[config.mk]
export PLATFORM = sky130hd
export DESIGN_NAME = dxm_ctl_flat
export DESIGN_NICKNAME = d
export VERILOG_FILES = /design/src/hw/dxm_pkg.sv /design/src/hw/dxm_if.sv /design/src/hw/dxm_ctl.sv /design/src/flat_wrapper.sv
export SDC_FILE = /design/constraint.sdc
export NUM_CORES = 1
export LEC_CHECK = 0
export ABC_AREA = 1
export BUFFER_PORTS_ARGS = -buffer_cell sky130_fd_sc_hd__buf_2
export CORE_AREA = 2 2 98 72
export DETAILED_ROUTE_END_ITERATION = 8
export DIE_AREA = 0 0 100 74
export PLACE_DENSITY = 0.83
export RECOVER_POWER = 25
export SLEW_MARGIN = 30
export SYNTH_ARGS = -nofsm -noshare
export SYNTH_HDL_FRONTEND = slang
export SYNTH_SLANG_ARGS = --single-unit
export TNS_END_PERCENT = 1
[constraint.sdc]
create_clock -name pclk -period 2.4 [get_ports pclk]
set_input_delay 0.48 -clock pclk [delete_from_list [all_inputs] [get_ports pclk]]
set_output_delay 0.48 -clock pclk [all_outputs]
set_load 0.01 [all_outputs]
[src/hw/dxm_pkg.sv]
// Constants shared by both ends of the extended mode setup link.
// Assumes one clock, pclk, shared by device and controller.
package dxm_pkg;
  // ---------------------------------------------------------------
  // Link encoding
  // ---------------------------------------------------------------
  localparam int AW = 14;
  localparam logic [1:0] BA_FIRST = 2'h1;
  localparam logic [1:0] BA_SECOND = 2'h2;
  localparam int B_ALIGN_OFF = 0;
  localparam int B_DRIVE = 1;
  localparam int B_PCD_LO = 3;
  localparam int B_PCD_HI = 5;
  localparam int B_CAL_LO = 7;
  localparam int B_CAL_HI = 9;
  localparam int B_STROBE_N = 10;
  localparam int B_XSTROBE = 11;
  localparam int B_OUT_OFF = 12;
  localparam int B_TOP = 13;
  localparam int B_HT_SR = 7;
  localparam logic [2:0] CAL_EXIT = 3'h0;
  localparam logic [2:0] CAL_DEFAULT = 3'h7;
  localparam logic [2:0] PCD_MAX = 3'h5;
  // ---------------------------------------------------------------
  // Timing
  // ---------------------------------------------------------------
  localparam int MODE_SET_CYCLE_TIME_CK = 2;
  localparam int ALIGN_CK = 200;
  // ---------------------------------------------------------------
  // Controller register map (APB byte addresses)
  // ---------------------------------------------------------------
  localparam logic [7:0] OFF_CTRL = 8'h00;
  localparam logic [7:0] OFF_FIRST = 8'h04;
  localparam logic [7:0] OFF_SECOND = 8'h08;
  localparam logic [7:0] OFF_STATUS = 8'h0c;
  localparam logic [1:0] OP_FIRST = 2'h0;
  localparam logic [1:0] OP_SECOND = 2'h1;
  localparam logic [1:0] OP_SR_ENTER = 2'h2;
  localparam logic [1:0] OP_SR_EXIT = 2'h3;
  localparam int S_BUSY = 0;
  localparam int S_REJECT = 1;
  localparam int S_SECOND_OK = 2;
  localparam int S_ALIGN_WAIT = 3;
  localparam int S_IN_SR = 4;
endpackage : dxm_pkg

[src/hw/dxm_if.sv]
// Command and address link between controller and device.
// Assumes both ends run on the same pclk.
`timescale 1ns/10ps
interface dxm_if;
  logic cke;
  logic cs_n;
  logic ras_n;
  logic cas_n;
  logic we_n;
  logic [1:0] ba;
  logic [dxm_pkg::AW-1:0] addr;
  modport ctl (output cke, cs_n, ras_n, cas_n, we_n, ba, addr);
  modport dev (input cke, cs_n, ras_n, cas_n, we_n, ba, addr);
endinterface : dxm_if

[src/hw/dxm_ctl.sv]
// Controller end: APB registers launch mode set and self refresh
// commands on the link and enforce waits between them.
// Assumes all_banks_idle comes from the bank tracker on pclk.
//
// The register offsets and register access over APB were decided locally.
`timescale 1ns/10ps
module dxm_ctl #(
  parameter bit X8 = 1'b1,
  parameter int MODE_SET_CYCLE_TIME = dxm_pkg::MODE_SET_CYCLE_TIME_CK,
  parameter int ALIGN = dxm_pkg::ALIGN_CK
) (
  input wire logic pclk,
  input wire logic presetn,
  input wire logic psel,
  input wire logic penable,
  input wire logic pwrite,
  input wire logic [7:0] paddr,
  input wire logic [31:0] pwdata,
  output logic [31:0] prdata,
  output logic pready,
  output logic pslverr,
  input wire logic all_banks_idle,
  output logic read_allowed,
  dxm_if.ctl link
);
  // ---------------------------------------------------------------
  // State
  // ---------------------------------------------------------------
  typedef enum logic [1:0] {
    ST_IDLE,
    ST_CMD,
    ST_WAIT
  } dxm_st_t;
  typedef struct packed {
    dxm_st_t st;
    logic [1:0] op;
    logic [dxm_pkg::AW-1:0] first;
    logic ht_sr;
    logic [3:0] wcnt;
    logic [7:0] acnt;
    logic cal_follow;
    logic in_sr;
    logic second_ok;
    logic reject;
    logic [31:0] rdata;
    logic cke;
    logic [3:0] cmd_n;
    logic [1:0] ba;
    logic [dxm_pkg::AW-1:0] addr;
  } dxm_ctl_t;
  dxm_ctl_t st_reg, st_next;
  logic setup;
  logic wr;
  logic mapped;
  logic [dxm_pkg::AW-1:0] first_w;
  logic [31:0] status;

  localparam logic [3:0] CMD_DESEL = 4'hf;
  localparam logic [3:0] CMD_MRS = 4'h0;
  localparam logic [3:0] CMD_REF = 4'h1;
  localparam logic [3:0] MODE_SET_CYCLE_TIME_L = 4'(MODE_SET_CYCLE_TIME - 1);
  localparam logic [7:0] ALIGN_L = 8'(ALIGN);

  // ---------------------------------------------------------------
  // Bus decode
  // ---------------------------------------------------------------
  assign setup = psel && !penable;
  assign wr = psel && penable && pwrite;
  assign mapped = paddr == dxm_pkg::OFF_CTRL ||
                  paddr == dxm_pkg::OFF_FIRST ||
                  paddr == dxm_pkg::OFF_SECOND ||
                  paddr == dxm_pkg::OFF_STATUS;
  assign pready = 1'b1;
  assign pslverr = psel && penable && !mapped;
  assign prdata = st_reg.rdata;
  assign read_allowed = st_reg.acnt == 8'h00 && !st_reg.in_sr;

  always_comb
  begin
    status = '0;
    status[dxm_pkg::S_BUSY] = st_reg.st != ST_IDLE;
    status[dxm_pkg::S_REJECT] = st_reg.reject;
    status[dxm_pkg::S_SECOND_OK] = st_reg.second_ok;
    status[dxm_pkg::S_ALIGN_WAIT] = st_reg.acnt != 8'h00;
    status[dxm_pkg::S_IN_SR] = st_reg.in_sr;
    first_w = pwdata[dxm_pkg::AW-1:0];
    if (!X8)
    begin
      first_w[dxm_pkg::B_XSTROBE] = 1'b0;
      first_w[dxm_pkg::B_TOP] = 1'b0;
    end
  end

  // ---------------------------------------------------------------
  // Next state
  // ---------------------------------------------------------------
  always_comb
  begin
    st_next = st_reg;
    st_next.cmd_n = CMD_DESEL;
    if (setup)
    begin
      case (paddr)
        dxm_pkg::OFF_FIRST: st_next.rdata = 32'(st_reg.first);
        dxm_pkg::OFF_SECOND:
          st_next.rdata = 32'(st_reg.ht_sr) << dxm_pkg::B_HT_SR;
        dxm_pkg::OFF_STATUS: st_next.rdata = status;
        default: st_next.rdata = '0;
      endcase
    end
    if (st_reg.acnt != 8'h00)
      st_next.acnt = st_reg.acnt - 8'h01;
    if (wr && paddr == dxm_pkg::OFF_FIRST)
      st_next.first = first_w;
    if (wr && paddr == dxm_pkg::OFF_SECOND)
      st_next.ht_sr = pwdata[dxm_pkg::B_HT_SR];
    case (st_reg.st)
      ST_IDLE:
      begin
        if (wr && paddr == dxm_pkg::OFF_CTRL)
        begin
          st_next.op = pwdata[1:0];
          st_next.reject = 1'b0;
          case (pwdata[1:0])
            dxm_pkg::OP_SR_EXIT:
              if (st_reg.in_sr)
                st_next.st = ST_CMD;
              else
                st_next.reject = 1'b1;
            default:
              if (all_banks_idle && !st_reg.in_sr)
                st_next.st = ST_CMD;
              else
                st_next.reject = 1'b1;
          endcase
        end
      end
      ST_CMD:
      begin
        st_next.st = ST_WAIT;
        st_next.wcnt = MODE_SET_CYCLE_TIME_L;
        st_next.ba = '0;
        st_next.addr = '0;
        case (st_reg.op)
          dxm_pkg::OP_FIRST:
          begin
            st_next.cmd_n = CMD_MRS;
            st_next.ba = dxm_pkg::BA_FIRST;
            st_next.addr = st_reg.first;
            if (st_reg.cal_follow)
            begin
              st_next.addr[dxm_pkg::B_CAL_HI:dxm_pkg::B_CAL_LO] =
                dxm_pkg::CAL_EXIT;
              st_next.first = st_next.addr;
              st_next.cal_follow = 1'b0;
            end
            else if (st_reg.first[dxm_pkg::B_CAL_HI:dxm_pkg::B_CAL_LO] ==
                     dxm_pkg::CAL_DEFAULT)
              st_next.cal_follow = 1'b1;
            if (!st_reg.first[dxm_pkg::B_ALIGN_OFF])
              st_next.acnt = ALIGN_L;
          end
          dxm_pkg::OP_SECOND:
          begin
            st_next.cmd_n = CMD_MRS;
            st_next.ba = dxm_pkg::BA_SECOND;
            st_next.addr[dxm_pkg::B_HT_SR] = st_reg.ht_sr;
            st_next.second_ok = 1'b1;
          end
          dxm_pkg::OP_SR_ENTER:
          begin
            st_next.cmd_n = CMD_REF;
            st_next.cke = 1'b0;
            st_next.in_sr = 1'b1;
          end
          default:
          begin
            st_next.cke = 1'b1;
            st_next.in_sr = 1'b0;
            if (!st_reg.first[dxm_pkg::B_ALIGN_OFF])
              st_next.acnt = ALIGN_L;
          end
        endcase
      end
      ST_WAIT:
      begin
        if (st_reg.wcnt != 4'h0)
          st_next.wcnt = st_reg.wcnt - 4'h1;
        else if (st_reg.cal_follow)
          st_next.st = ST_CMD;
        else
          st_next.st = ST_IDLE;
      end
      default: st_next.st = ST_IDLE;
    endcase
  end

  always_ff @(posedge pclk or negedge presetn)
  begin
    if (!presetn)
    begin
      st_reg <= '0;
      st_reg.cke <= 1'b1;
      st_reg.cmd_n <= CMD_DESEL;
    end
    else
      st_reg <= st_next;
  end

  // ---------------------------------------------------------------
  // Link drive
  // ---------------------------------------------------------------
  assign link.cke = st_reg.cke;
  assign link.cs_n = st_reg.cmd_n[3];
  assign link.ras_n = st_reg.cmd_n[2];
  assign link.cas_n = st_reg.cmd_n[1];
  assign link.we_n = st_reg.cmd_n[0];
  assign link.ba = st_reg.ba;
  assign link.addr = st_reg.addr;
endmodule : dxm_ctl

[src/flat_wrapper.sv]
// flat-port wrapper written by rule: the top's interface ports become plain ports
module dxm_ctl_flat 
#(
  parameter bit X8 = 1'b1,
  parameter int MODE_SET_CYCLE_TIME = dxm_pkg::MODE_SET_CYCLE_TIME_CK,
  parameter int ALIGN = dxm_pkg::ALIGN_CK
)
  (pclk, presetn, psel, penable, pwrite, paddr, pwdata, prdata, pready, pslverr, all_banks_idle, read_allowed, link_cke, link_cs_n, link_ras_n, link_cas_n, link_we_n, link_ba, link_addr);
  dxm_if link_i ();
  input wire logic pclk;
  input wire logic presetn;
  input wire logic psel;
  input wire logic penable;
  input wire logic pwrite;
  input wire logic [7:0] paddr;
  input wire logic [31:0] pwdata;
  output logic [31:0] prdata;
  output logic pready;
  output logic pslverr;
  input wire logic all_banks_idle;
  output logic read_allowed;
  output wire logic [$bits(link_i.cke)-1:0] link_cke;
  output wire logic [$bits(link_i.cs_n)-1:0] link_cs_n;
  output wire logic [$bits(link_i.ras_n)-1:0] link_ras_n;
  output wire logic [$bits(link_i.cas_n)-1:0] link_cas_n;
  output wire logic [$bits(link_i.we_n)-1:0] link_we_n;
  output wire logic [$bits(link_i.ba)-1:0] link_ba;
  output wire logic [$bits(link_i.addr)-1:0] link_addr;
  assign link_cke = link_i.cke;
  assign link_cs_n = link_i.cs_n;
  assign link_ras_n = link_i.ras_n;
  assign link_cas_n = link_i.cas_n;
  assign link_we_n = link_i.we_n;
  assign link_ba = link_i.ba;
  assign link_addr = link_i.addr;
  dxm_ctl #(.X8(X8), .MODE_SET_CYCLE_TIME(MODE_SET_CYCLE_TIME), .ALIGN(ALIGN)) u_core (.pclk(pclk), .presetn(presetn), .psel(psel), .penable(penable), .pwrite(pwrite), .paddr(paddr), .pwdata(pwdata), .prdata(prdata), .pready(pready), .pslverr(pslverr), .all_banks_idle(all_banks_idle), .read_allowed(read_allowed), .link(link_i));
endmodule
== Yosys cells after proc, flatten, opt, wreduce, memory -nomap -nowiden ==
Index checks and enable logic that the tools add are counted.

* Reduce and logical (&&, ||, !) cells: 31
* Equal/unequal tests: 15
* Multiply operators: 0
* Shifts and indexed selects: 0
* Div/mod/pow operators: 0
* Muxes and demuxes: 34
* Magnitude comparators: 0
* $add $sub $neg: 2
* Bitwise gates (word level): 1

{| class="wikitable"
|+ Operator list
! cell !! count
|-
| $mux W14 || 4
|-
| $pmux W14 S3 || 1
|-
| $mux W8 || 3
|-
| $mux W20 || 1
|-
| $eq A8 B4 Y1 const B || 2
|-
| $logic_not A8 Y1 || 2
|-
| $pmux W4 S2 || 2
|-
| $mux W11 || 1
|-
| $reduce_and A2 Y1 || 5
|-
| $logic_and A1 B1 Y1 || 9
|-
| $eq A8 B3 Y1 const B || 1
|-
| $mux W1 || 8
|-
| $mux W2 || 4
|-
| $mux W4 || 2
|-
| $reduce_bool A8 Y1 || 1
|-
| $sub A8 B1 Y8 const B || 1
|-
| $mux W7 || 1
|-
| $eq A2 B2 Y1 const B || 3
|-
| $mux W6 || 1
|-
| $ne A3 B2 Y1 const B || 2
|-
| $pmux W1 S2 || 3
|-
| $pmux W2 S3 || 1
|-
| $eq A2 B1 Y1 const B || 2
|-
| $logic_not A2 Y1 || 2
|-
| other kinds (14) || 21
|}

* RAM bits: 0
* Output and inout port bits: 56
* Bits in read-only memories: 0
* Bits in latches: 0
* Register bits after elaboration: 88
* Memories: 0
* Bits of input ports: 46
* Logic and storage cells: 99

== Logic depth before layout (Yosys ltp) ==
Gate-level depths: netlist of run 1.

* Word-level depth: 7
* Gate-level depth with buffers: 10
* Depth with buffers taken out: 9

== Worst setup path before layout of run 1 ==
OpenSTA, ideal clock, no wires.

* Path kind: reg2out
* From: reg u_core.st_reg[57] (netlist bit)
* To: out read_allowed
* Required time: 1.920 ns
* Stages on the path, launching flop included: 7
* Buffers on the path: 0
* Arrival time: 1.105 ns
* Slack: 0.815 ns
* Cells stage by stage: dfrtp_1 -> inv_1 -> ha_1 -> inv_1 -> nor3_1 -> nand2_1 -> nor2_1

* Word-level cells in the longest chain between the ends: 2

{| class="wikitable"
|+ RTL lines
! element !! line !! source
|-
| from (decl) || dxm_ctl.sv:51 || <nowiki>dxm_ctl_t st_reg, st_next;</nowiki>
|-
| from (signal assigned) || dxm_ctl.sv:207 || <nowiki>st_reg <= st_next;</nowiki>
|-
| $logic_not A8 Y1 || dxm_ctl.sv:76 || <nowiki>assign read_allowed = st_reg.acnt == 8'h00 && !st_reg.in_sr;</nowiki>
|-
| $logic_and A1 B1 Y1 || dxm_ctl.sv:76 ||
|-
| to (decl) || flat_wrapper.sv:21 || <nowiki>output logic read_allowed;</nowiki>
|}

Every way passes these cells.

== Worst setup path after layout of run 1 ==
* From: reg u_core.st_reg[60] (netlist bit)
* To: out read_allowed

The elaborated chain is that of the path after synthesis.

==> impl_metrics.tcl, run 1 <==
set metrics [dict create \
    largest_reg_flops 35 \
    cts.sinks 68 \
    grt_pass1_vias 2497 \
    worst_r2r_endpoint "u_core.st_reg[71]$_DFFE_PN0P_" \
    fin_setup_tns_ns 0 \
    hold_class "in -> reg" \
    finalHoldViolCount 0 \
    die_w_um 100 \
    peakVddDrop_v 0.000255 \
    grt_pass1_wl_um 12200 \
    final_cell_mix "127 x nand2_1, 65 x dfrtp_1, 63 x buf_2, 38 x inv_1, 32 x nand3_1" \
    path_clk_slew_ns 0.08 \
    syn2layout_area_growth_pct 7.68 \
    avgSynthCellArea_sq_um 8.48 \
    critPathCaptureType "output pin" \
    die_y_um 74 \
    worstPathMaxFanout 3 \
    r2r_start "u_core.st_reg[84]$_DFFE_PN0P_" \
    dp_slack_ns 0.618 \
    p_per_area_nw_per_um2 650 \
    row_count 25 \
    synth_seq_cells 68 \
    layout.nets 504 \
    mostFrequentLayoutCell "nand2_1" \
    drc 0 \
    grt_max_degree 49 \
    antenna_found_initial 0 \
    diodes 0 \
    cts_tree "yes" \
    clock_tree.buffer_depth 2 \
    hold_path_depth 3 \
    htreeDepth 3 \
    grt_overflow_total 0 \
    synthArstFlopShare 1.00 \
    final_area_sq_um 3770 \
    max_freq_mhz 510 \
    root_buffer "clkbuf_8" \
    fill_cells 579 \
    worstHoldStart "pwdata[6]" \
    reg2reg_slack_ns 0.69 \
    worstHoldEndpoint "u_core.st_reg[76]$_DFFE_PN0P_" \
    core-area_sq_um 6510 \
    criticalPathCategory "reg -> out" \
    synth_ff_type "dfrtp_1" \
    synth.distinct_cells 29 \
    die-area_sq_um 7400 \
    gp_congestion 0.807 \
    antenna_left 0 \
    hpwl_um 5300 \
    p_leak_nw 2.20 \
    synth_edf_count 0 \
    cts_buffers 9 \
    cp.arrival_ns 1.48 \
    ys_seq_area_frac 0.487 \
    cts_setup_buffers 0 \
    netlist_area_sq_um 3500 \
    max_slew_margin 0.187 \
    wl_per_cell_um 13.6 \
    io_pins 102 \
    worst_slack_ns 0.441 \
    routed_wl_um 7280 \
    track_usage 0.213 \
    drtIter0Drc 133 \
    start_kind "register" \
    vias 2709 \
    drv_slew 0 \
    finalCritPeriodShare 0.816 \
    yosysWarnings 0 \
    period_needed_ns 1.96 \
    rsz0062_at_grt "false" \
    r2r_cells 9 \
    skew_ns 0.00696 \
    status "completed" \
    first_pass_iters 4 \
    clk_latency_ns 0.35 \
    place_area_sq_um 3600 \
    ctsHoldBuffers 0 \
    tightest_slew_ns 1.22 \
    cts-resized-gates 0 \
    viasPerCell 5.04 \
    required_ns 1.92 \
    drive_above_1_share 0.213 \
    cap_violations 0 \
    fin_util 0.580 \
    portBuffers 64 \
    start_util 0.538 \
    setup_viol 0 \
    netlist_instances 413 \
]
==> worst max path at each step <==
stage,from,slack [ns],end,cells after the start
global placement,paddr[5],0.66,u_core.st_reg[82]$_DFFE_PN0P_,8
finish,u_core.st_reg[60]$_DFF_PN0_,0.44,read_allowed,6
global route,u_core.st_reg[57]$_DFF_PN0_,0.34,read_allowed,7
CTS,u_core.st_reg[57]$_DFF_PN0_,0.42,read_allowed,7
detailed placement,paddr[5],0.62,u_core.st_reg[74]$_DFFE_PN0P_,8
floorplan,u_core.st_reg[57]$_DFF_PN0_,0.82,read_allowed,6
==> cell usage after synthesis, types with 2 or more instances <==
library cell  instances  share of area
a21oi_1               6         0.0086
a22o_1               11          0.028
buf_2                 4         0.0057
buf_4                52           0.11
conb_1                2         0.0021
dfrtp_1              65           0.46
dfstp_2               3          0.023
ha_1                  7          0.025
inv_1                38          0.041
nand2_1             127           0.14
nand2_2               2         0.0036
nand2_4               2         0.0064
nand3_1              32          0.046
nor2_1               29          0.031
nor2_4                4          0.013
nor3_1                2         0.0029
o21ai_0              10          0.014
o21bai_1              2         0.0043
o22ai_1               4         0.0071
xnor2_1               2         0.0050
==> routing by layer <==
layer  track usage  share of wire  wire length [um]
met1         0.301           0.45              3280
met2         0.325           0.46              3360
met3        0.0517          0.074               538
met4        0.0791          0.015               107
met5             0              0                 0
==> power breakdown <==
group | leakage [nW] | internal, mW | switching [mW] | total [mW]
clock network | 0.0848 | 0.368 | 0.450 | 0.818
registers | 0.923 | 1.22 | 0.0621 | 1.28
logic | 1.19 | 0.130 | 0.218 | 0.348
total | 2.20 | 1.72 | 0.730 | 2.45
==> final cells by class <==
cell class | count | area, sq um | area share
Clock buffer | 9 | 124 | 0.0328
Clock inverter | 7 | 43.8 | 0.0116
Tap cell | 81 | 101 | 0.0269
Timing Repair Buffer | 68 | 362 | 0.0959
Multi-Input combinational cell | 266 | 1290 | 0.343
Inverter | 38 | 143 | 0.0378
Sequential cell | 68 | 1710 | 0.452
==> worst max-delay path, stage by stage (launching register included) <==
cell and delay, ns:
dfrtp_1 0.39, inv_1 0.10, nand2_1 0.08, nor2_1 0.20
nand2_1 0.11, nor2_1 0.10, buf_2 0.14
==> logic make-up after synthesis <==
logic type	after synthesis	share of synthesized area
compound gates	35	0.0661
xor+xnor	3	0.00750
fa+ha+maj	7	0.0250
buf+inv	96	0.162
flops	68	0.487
other cells	2	0.00214
simple gates	202	0.250
==> stage by stage <==
stage               std cells  hold slack [ns]  power, mW
finish                    537            0.327       2.45
global route              537            0.337       2.57
CTS                       537            0.106       2.45
detailed placement        521            0.459       1.65
global placement          521            0.452       1.63
floorplan                 430            0.184       1.55
Power figures use the tool's default switching activity.
==> inputs of run 2 (changes only) <==
--- a/config.mk
+++ b/config.mk
@@ -7,10 +7,10 @@
 export LEC_CHECK = 0
 export ABC_AREA = 1
 export BUFFER_PORTS_ARGS = -buffer_cell sky130_fd_sc_hd__buf_2
-export CORE_AREA = 2 2 98 72
+export CORE_AREA = 2 2 102 74
 export DETAILED_ROUTE_END_ITERATION = 8
-export DIE_AREA = 0 0 100 74
-export PLACE_DENSITY = 0.83
+export DIE_AREA = 0 0 104 76
+export PLACE_DENSITY = 0.78
 export RECOVER_POWER = 25
 export SLEW_MARGIN = 30
 export SYNTH_ARGS = -nofsm -noshare
==> constraint.sdc (replaced) <==
create_clock -name pclk -period 1.9 [get_ports pclk]
set_input_delay 0.38 -clock pclk [delete_from_list [all_inputs] [get_ports pclk]]
set_output_delay 0.38 -clock pclk [all_outputs]
set_load 0.01 [all_outputs]
==> run 2 against run 1 <==
Effect of this change:
- worst hold slack lost 0.091 ns
- cell count grew 3.9%
- critical path depth grew 1
- power grew 34%
- the flow now finishes with violations (max-capacitance violations, max-slew violations)
- final area grew 2.0%
- wire length is essentially flat
- first-iteration DRC count grew 71%
- global-route usage shrank 1.4 points
- non-clock buffer count grew 4
- die area grew 6.8%
==> impl_metrics.tcl, run 2 (synthesized netlist as in run 1, its figures left out) <==
set metrics [dict create \
    start_util 0.498 \
    place_area_sq_um 3650 \
    portBuffers 64 \
    drc 0 \
    htreeDepth 3 \
    first_pass_iters 4 \
    slowest_delay_ns 0.40 \
    grt_pass1_wl_um 12200 \
    root_buffer "clkbuf_8" \
    multi_input_area_sq_um 1300 \
    worst_slack_ns 0.0874 \
    cp.arrival_ns 1.43 \
    p_per_area_nw_per_um2 852 \
    criticalPathCategory "reg -> out" \
    diodes 0 \
    crit_slowest_cell "dfrtp_1" \
    internal-power_mw 2.36 \
    wl_met2_um 3290 \
    critical_path_buf_inv_count 3 \
    core-area_sq_um 7030 \
    max_slew_margin -0.110 \
    tightest_slew_ns 1.67 \
    finalCritPeriodShare 0.954 \
    setup_viol 0 \
    cap_violations 1 \
    cts_buffers 9 \
    grt_pass1_vias 2506 \
    violations "max-capacitance violations, max-slew violations" \
    viasPerCell 4.77 \
    drtIter0Drc 228 \
    finalHoldViolCount 0 \
    hpwl_um 5250 \
    worstPathCellList "inv_1, ha_1, inv_1, nor3_2, nand2_1, nor2_1, buf_2" \
    worstHoldStart "pwdata[13]" \
    p_sw_mw 0.919 \
    seq_area_sq_um 1710 \
    p_leak_nw 2.23 \
    drive_above_1_share 0.226 \
    io_pins 102 \
    cts_tree "yes" \
    route.top_layer_used "met4" \
    status "finished with violations" \
    worst_r2r_endpoint "u_core.st_reg[72]$_DFFE_PN0P_" \
    path_clk_slew_ns 0.08 \
    crit_top_cell "inv_1" \
    die_w_um 104 \
    p_total_mw 3.28 \
    clkPwrFrac 0.366 \
    switching_share 0.280 \
    antenna_found_initial 0 \
    track_usage 0.199 \
    die_y_um 76 \
    ctsHoldBuffers 0 \
    start_kind "register" \
    r2r_cells 10 \
    vias 2664 \
    worstHoldEndpoint "u_core.st_reg[83]$_DFFE_PN0P_" \
    hold_path_depth 3 \
    period_needed_ns 1.81 \
    die-area_sq_um 7900 \
    required_ns 1.52 \
    grt_max_degree 69 \
    final_area_sq_um 3850 \
    grt_overflow_total 0 \
    cts.sinks 68 \
    fill_cells 679 \
    final_cell_mix "127 x nand2_1, 65 x dfrtp_1, 64 x buf_2, 37 x inv_1, 32 x nand3_1" \
    max_freq_mhz 552 \
    dp_slack_ns 0.305 \
    wl_met1_um 3410 \
    layout.nets 508 \
    worstPathMaxFanout 3 \
    antenna_left 0 \
    clock_tree.buffer_depth 2 \
    syn2layout_area_growth_pct 9.86 \
    drv_slew 69 \
    pwr-share-comb 0.138 \
    row_count 26 \
    hold_class "in -> reg" \
    p_seq_frac 0.495 \
    clk_latency_ns 0.34 \
    routed_wl_um 7290 \
    mostFrequentLayoutCell "nand2_1" \
    met3_length_um 552 \
    critPathCaptureType "output pin" \
    peakVddDrop_v 0.000440 \
    path_delay_family "flip-flops" \
    gp_congestion 0.839 \
    skew_ns 0.0103 \
    reg2reg_slack_ns 0.34 \
    r2r_start "u_core.st_reg[84]$_DFFE_PN0P_" \
    largest_reg_flops 35 \
    rsz0062_at_grt "true" \
    wl_per_cell_um 13.1 \
    fin_setup_tns_ns 0 \
]
==> run 2: power by group through the flow <==
stage / Sequential (mW) / Clock, mW / Combinational (mW)
3_3_place_gp: 1.64 / 0 / 0.418
2_1_floorplan: 1.62 / 0 / 0.337
4_1_cts: 1.61 / 1.24 / 0.439
5_1_grt: 1.64 / 1.31 / 0.525
6_report: 1.62 / 1.20 / 0.454
3_5_place_dp: 1.64 / 0 / 0.438
==> run 2: metrics by stage <==
step                hold WS, ns  instances  utilization
detailed placement        0.426        541        0.519
global placement          0.422        541        0.519
global route              0.222        558        0.548
floorplan                0.0844        430            -
CTS                      0.0405        557        0.548
finish                    0.236        558        0.548
==> run 2: final cells by class <==
type / count / area share
Sequential cell: 68 / 0.443
Tap cell: 98 / 0.0319
Clock buffer: 10 / 0.0358
Clock inverter: 6 / 0.0166
Timing Repair Buffer: 72 / 0.0982
Multi-Input combinational cell: 266 / 0.337
Inverter: 38 / 0.0371
==> run 2: worst max-delay path by stage <==
stage / startpoint / to / slack (ns) / cells after the start
CTS: u_core.st_reg[57]$_DFF_PN0_ / read_allowed / 0.02 / 7
finish: u_core.st_reg[58]$_DFF_PN0_ / read_allowed / 0.09 / 7
detailed placement: paddr[1] / u_core.st_reg[72]$_DFFE_PN0P_ / 0.30 / 7
global placement: paddr[1] / u_core.st_reg[80]$_DFFE_PN0P_ / 0.34 / 7
global route: u_core.st_reg[60]$_DFF_PN0_ / read_allowed / -0.04 / 6
floorplan: u_core.st_reg[57]$_DFF_PN0_ / read_allowed / 0.42 / 6
==> run 2: tightest hold or removal path, delay by kind of cell <==
kind	cells	cell delay [ns]
and+or+nand+nor	2	0.09
buffers and inverters	1	0.08
==> run 2: metal layers <==
layer	vias up	track usage
met5	-	0
met4	0	0.0541
met3	2	0.0761
met2	87	0.289
met1	1258	0.279
li1	1317	-
==> run 2: what timing repair did <==
| item | 4_1_cts | 5_1_grt |
|---|---|---|
| gates resized for setup | 0 | 2 |
| endpoints found under the setup margin | 0 | 1 |
| buffers inserted | 0 | 1 |
==> inputs of run 3 (changes only) <==
--- a/config.mk
+++ b/config.mk
@@ -6,11 +6,12 @@
 export NUM_CORES = 1
 export LEC_CHECK = 0
 export ABC_AREA = 1
-export BUFFER_PORTS_ARGS = -buffer_cell sky130_fd_sc_hd__buf_2
-export CORE_AREA = 2 2 102 74
+export CORE_AREA = 2 2 93 68
 export DETAILED_ROUTE_END_ITERATION = 8
-export DIE_AREA = 0 0 104 76
-export PLACE_DENSITY = 0.78
+export DIE_AREA = 0 0 95 70
+export DONT_BUFFER_PORTS = 1
+export MAX_ROUTING_LAYER = met4
+export PLACE_DENSITY = 0.77
 export RECOVER_POWER = 25
 export SLEW_MARGIN = 30
 export SYNTH_ARGS = -nofsm -noshare
==> run 3 against run 2 <==
Effect of this change:
- the run ends with negative hold slack left
- count of clock-buffer cells in the layout increased by 4
- register-to-register slack improved by 0.04 ns
- worst hold slack got worse by 0.51 ns
- fmax increased by 0.73%
- global-route usage increased by 3.2 points
- largest cell class unchanged
- highest routed layer unchanged
==> impl_metrics.tcl, run 3 (synthesized netlist as in run 1, its figures left out) <==
set metrics [dict create \
    antenna_found_initial 0 \
    drive_above_1_share 0.0867 \
    drtIter0Drc 119 \
    die_y_um 70 \
    die-area_sq_um 6650 \
    syn2layout_area_growth_pct -1.04 \
    pwr-share-comb 0.120 \
    p_per_area_nw_per_um2 896 \
    worstPathMaxFanout 4 \
    critPathCaptureType "output pin" \
    finalHoldViolCount 68 \
    rsz0062_at_grt "false" \
    gp_congestion 0.806 \
    cts.sinks 68 \
    drc 0 \
    wl_per_cell_um 14.5 \
    violations "negative hold slack" \
    grt_use_met1 0.326 \
    layout.nets 441 \
    grt_max_degree 69 \
    io_pins 102 \
    use_met3 0.0863 \
    cts_setup_buffers 0 \
    cp.arrival_ns 1.42 \
    cts_buffers 9 \
    criticalPathCategory "reg -> out" \
    worstPathCellList "inv_1, ha_1, inv_1, nor3_1, nand2_1, nor2_2" \
    final_cell_mix "127 x nand2_1, 65 x dfrtp_1, 38 x inv_1, 32 x nand3_1, 28 x nor2_1" \
    htreeDepth 3 \
    first_pass_iters 4 \
    grt_pass1_wl_um 11300 \
    routed_wl_um 6810 \
    hpwl_um 4970 \
    clock_tree.buffer_depth 2 \
    hold_slack_ns -0.274 \
    viasPerCell 5.19 \
    path_clk_slew_ns 0.07 \
    status "finished with violations" \
    grt_overflow_total 0 \
    p_total_mw 3.10 \
    max_freq_mhz 556 \
    diodes 0 \
    portBuffers 0 \
    start_kind "register" \
    cap_violations 0 \
    vias 2441 \
    core-area_sq_um 5920 \
    grt_pass1_vias 2333 \
    r2r_cells 10 \
    p_sw_mw 0.813 \
    finalCritPeriodShare 0.947 \
    start_util 0.592 \
    crit_slowest_cell "dfrtp_1" \
    setup_viol 0 \
    internal-power_mw 2.29 \
    clk_latency_ns 0.34 \
    peakVddDrop_v 0.000311 \
    clkPwrFrac 0.357 \
    period_needed_ns 1.80 \
    cts_tree "yes" \
    track_usage 0.231 \
    hold_class "in -> async" \
    drv_slew 0 \
    row_count 24 \
    antenna_left 0 \
    p_seq_frac 0.524 \
    mostFrequentLayoutCell "nand2_1" \
    slowest_delay_ns 0.40 \
    crit_top_cell "inv_1" \
    dp_slack_ns 0.388 \
    largest_reg_flops 35 \
    grt_util_met2 0.318 \
    fin_setup_tns_ns 0 \
    required_ns 1.52 \
    root_buffer "clkbuf_8" \
    switching_share 0.262 \
    worst_slack_ns 0.101 \
    die_w_um 95 \
    grt_most_used_layer "met1" \
    skew_ns 0.00868 \
    p_leak_nw 1.92 \
]
run 3: timing repair:
item / 4_1_cts / 5_1_grt
hold endpoints to repair: 68 / 68
resized for setup: 0 / 1
setup endpoints to repair: 0 / 1
run 3: layout make-up:
cell class                      instances  area (sq um)
Clock inverter                          1          5.00
Tap cell                               78          97.6
Multi-Input combinational cell        266          1290
Sequential cell                        68          1710
Clock buffer                           14           183
Timing Repair Buffer                    5          37.5
Inverter                               38           143
Fill cell                             529          2450
run 3: final timing paths:
kind,from,endpoint,slack (ns)
setup / recovery,u_core.st_reg[57]$_DFF_PN0_,read_allowed,0.10
min in group pclk,pwdata[3],u_core.st_reg[73]$_DFFE_PN0P_,0.14
hold reg to reg,u_core.st_reg[54]$_DFFE_PN0P_,u_core.st_reg[54]$_DFFE_PN0P_,0.47
setup reg to reg,u_core.st_reg[84]$_DFFE_PN0P_,u_core.st_reg[76]$_DFFE_PN0P_,0.38
max in group asynchronous,presetn,u_core.link.cke$_DFFE_PN1P_,1.98
hold / removal,presetn,u_core.link.addr[0]$_DFFE_PN0P_,-0.27
run 3: per-layer routing:
| layer | routed length [um] | up-vias | part of all wire |
|---|---|---|---|
| li1 | - | 1181 | - |
| met1 | 3160 | 1164 | 0.46 |
| met2 | 2900 | 88 | 0.43 |
| met3 | 646 | 8 | 0.095 |
| met4 | 102 | 0 | 0.015 |
| met5 | 0 | - | 0 |
run 3: critical path, delay by kind of cell, from the launching register on:
family	cells	cell delay, ns
DFF	1	0.40
and+or+nand+nor	3	0.40
adders and majority gates	1	0.14
buffers and inverters	2	0.13
run 3: through the flow:
| step | hold WS [ns] | utilization | cells | instance area, sq um |
|---|---|---|---|---|
| 2_1_floorplan | 0.0844 | - | 430 | 3570 |
| 3_3_place_gp | 0.0874 | 0.554 | 455 | 3280 |
| 3_5_place_dp | 0.0870 | 0.554 | 455 | 3280 |
| 4_1_cts | -0.278 | 0.585 | 470 | 3460 |
| 5_1_grt | -0.294 | 0.586 | 470 | 3470 |
| 6_report | -0.274 | 0.586 | 470 | 3470 |
run 3: power groups by stage:
stage	registers [mW]	clock network, mW	logic, mW
floorplan	1.62	0	0.337
global placement	1.64	0	0.348
detailed placement	1.65	0	0.370
CTS	1.62	1.13	0.369
global route	1.64	1.20	0.426
finish	1.63	1.11	0.372
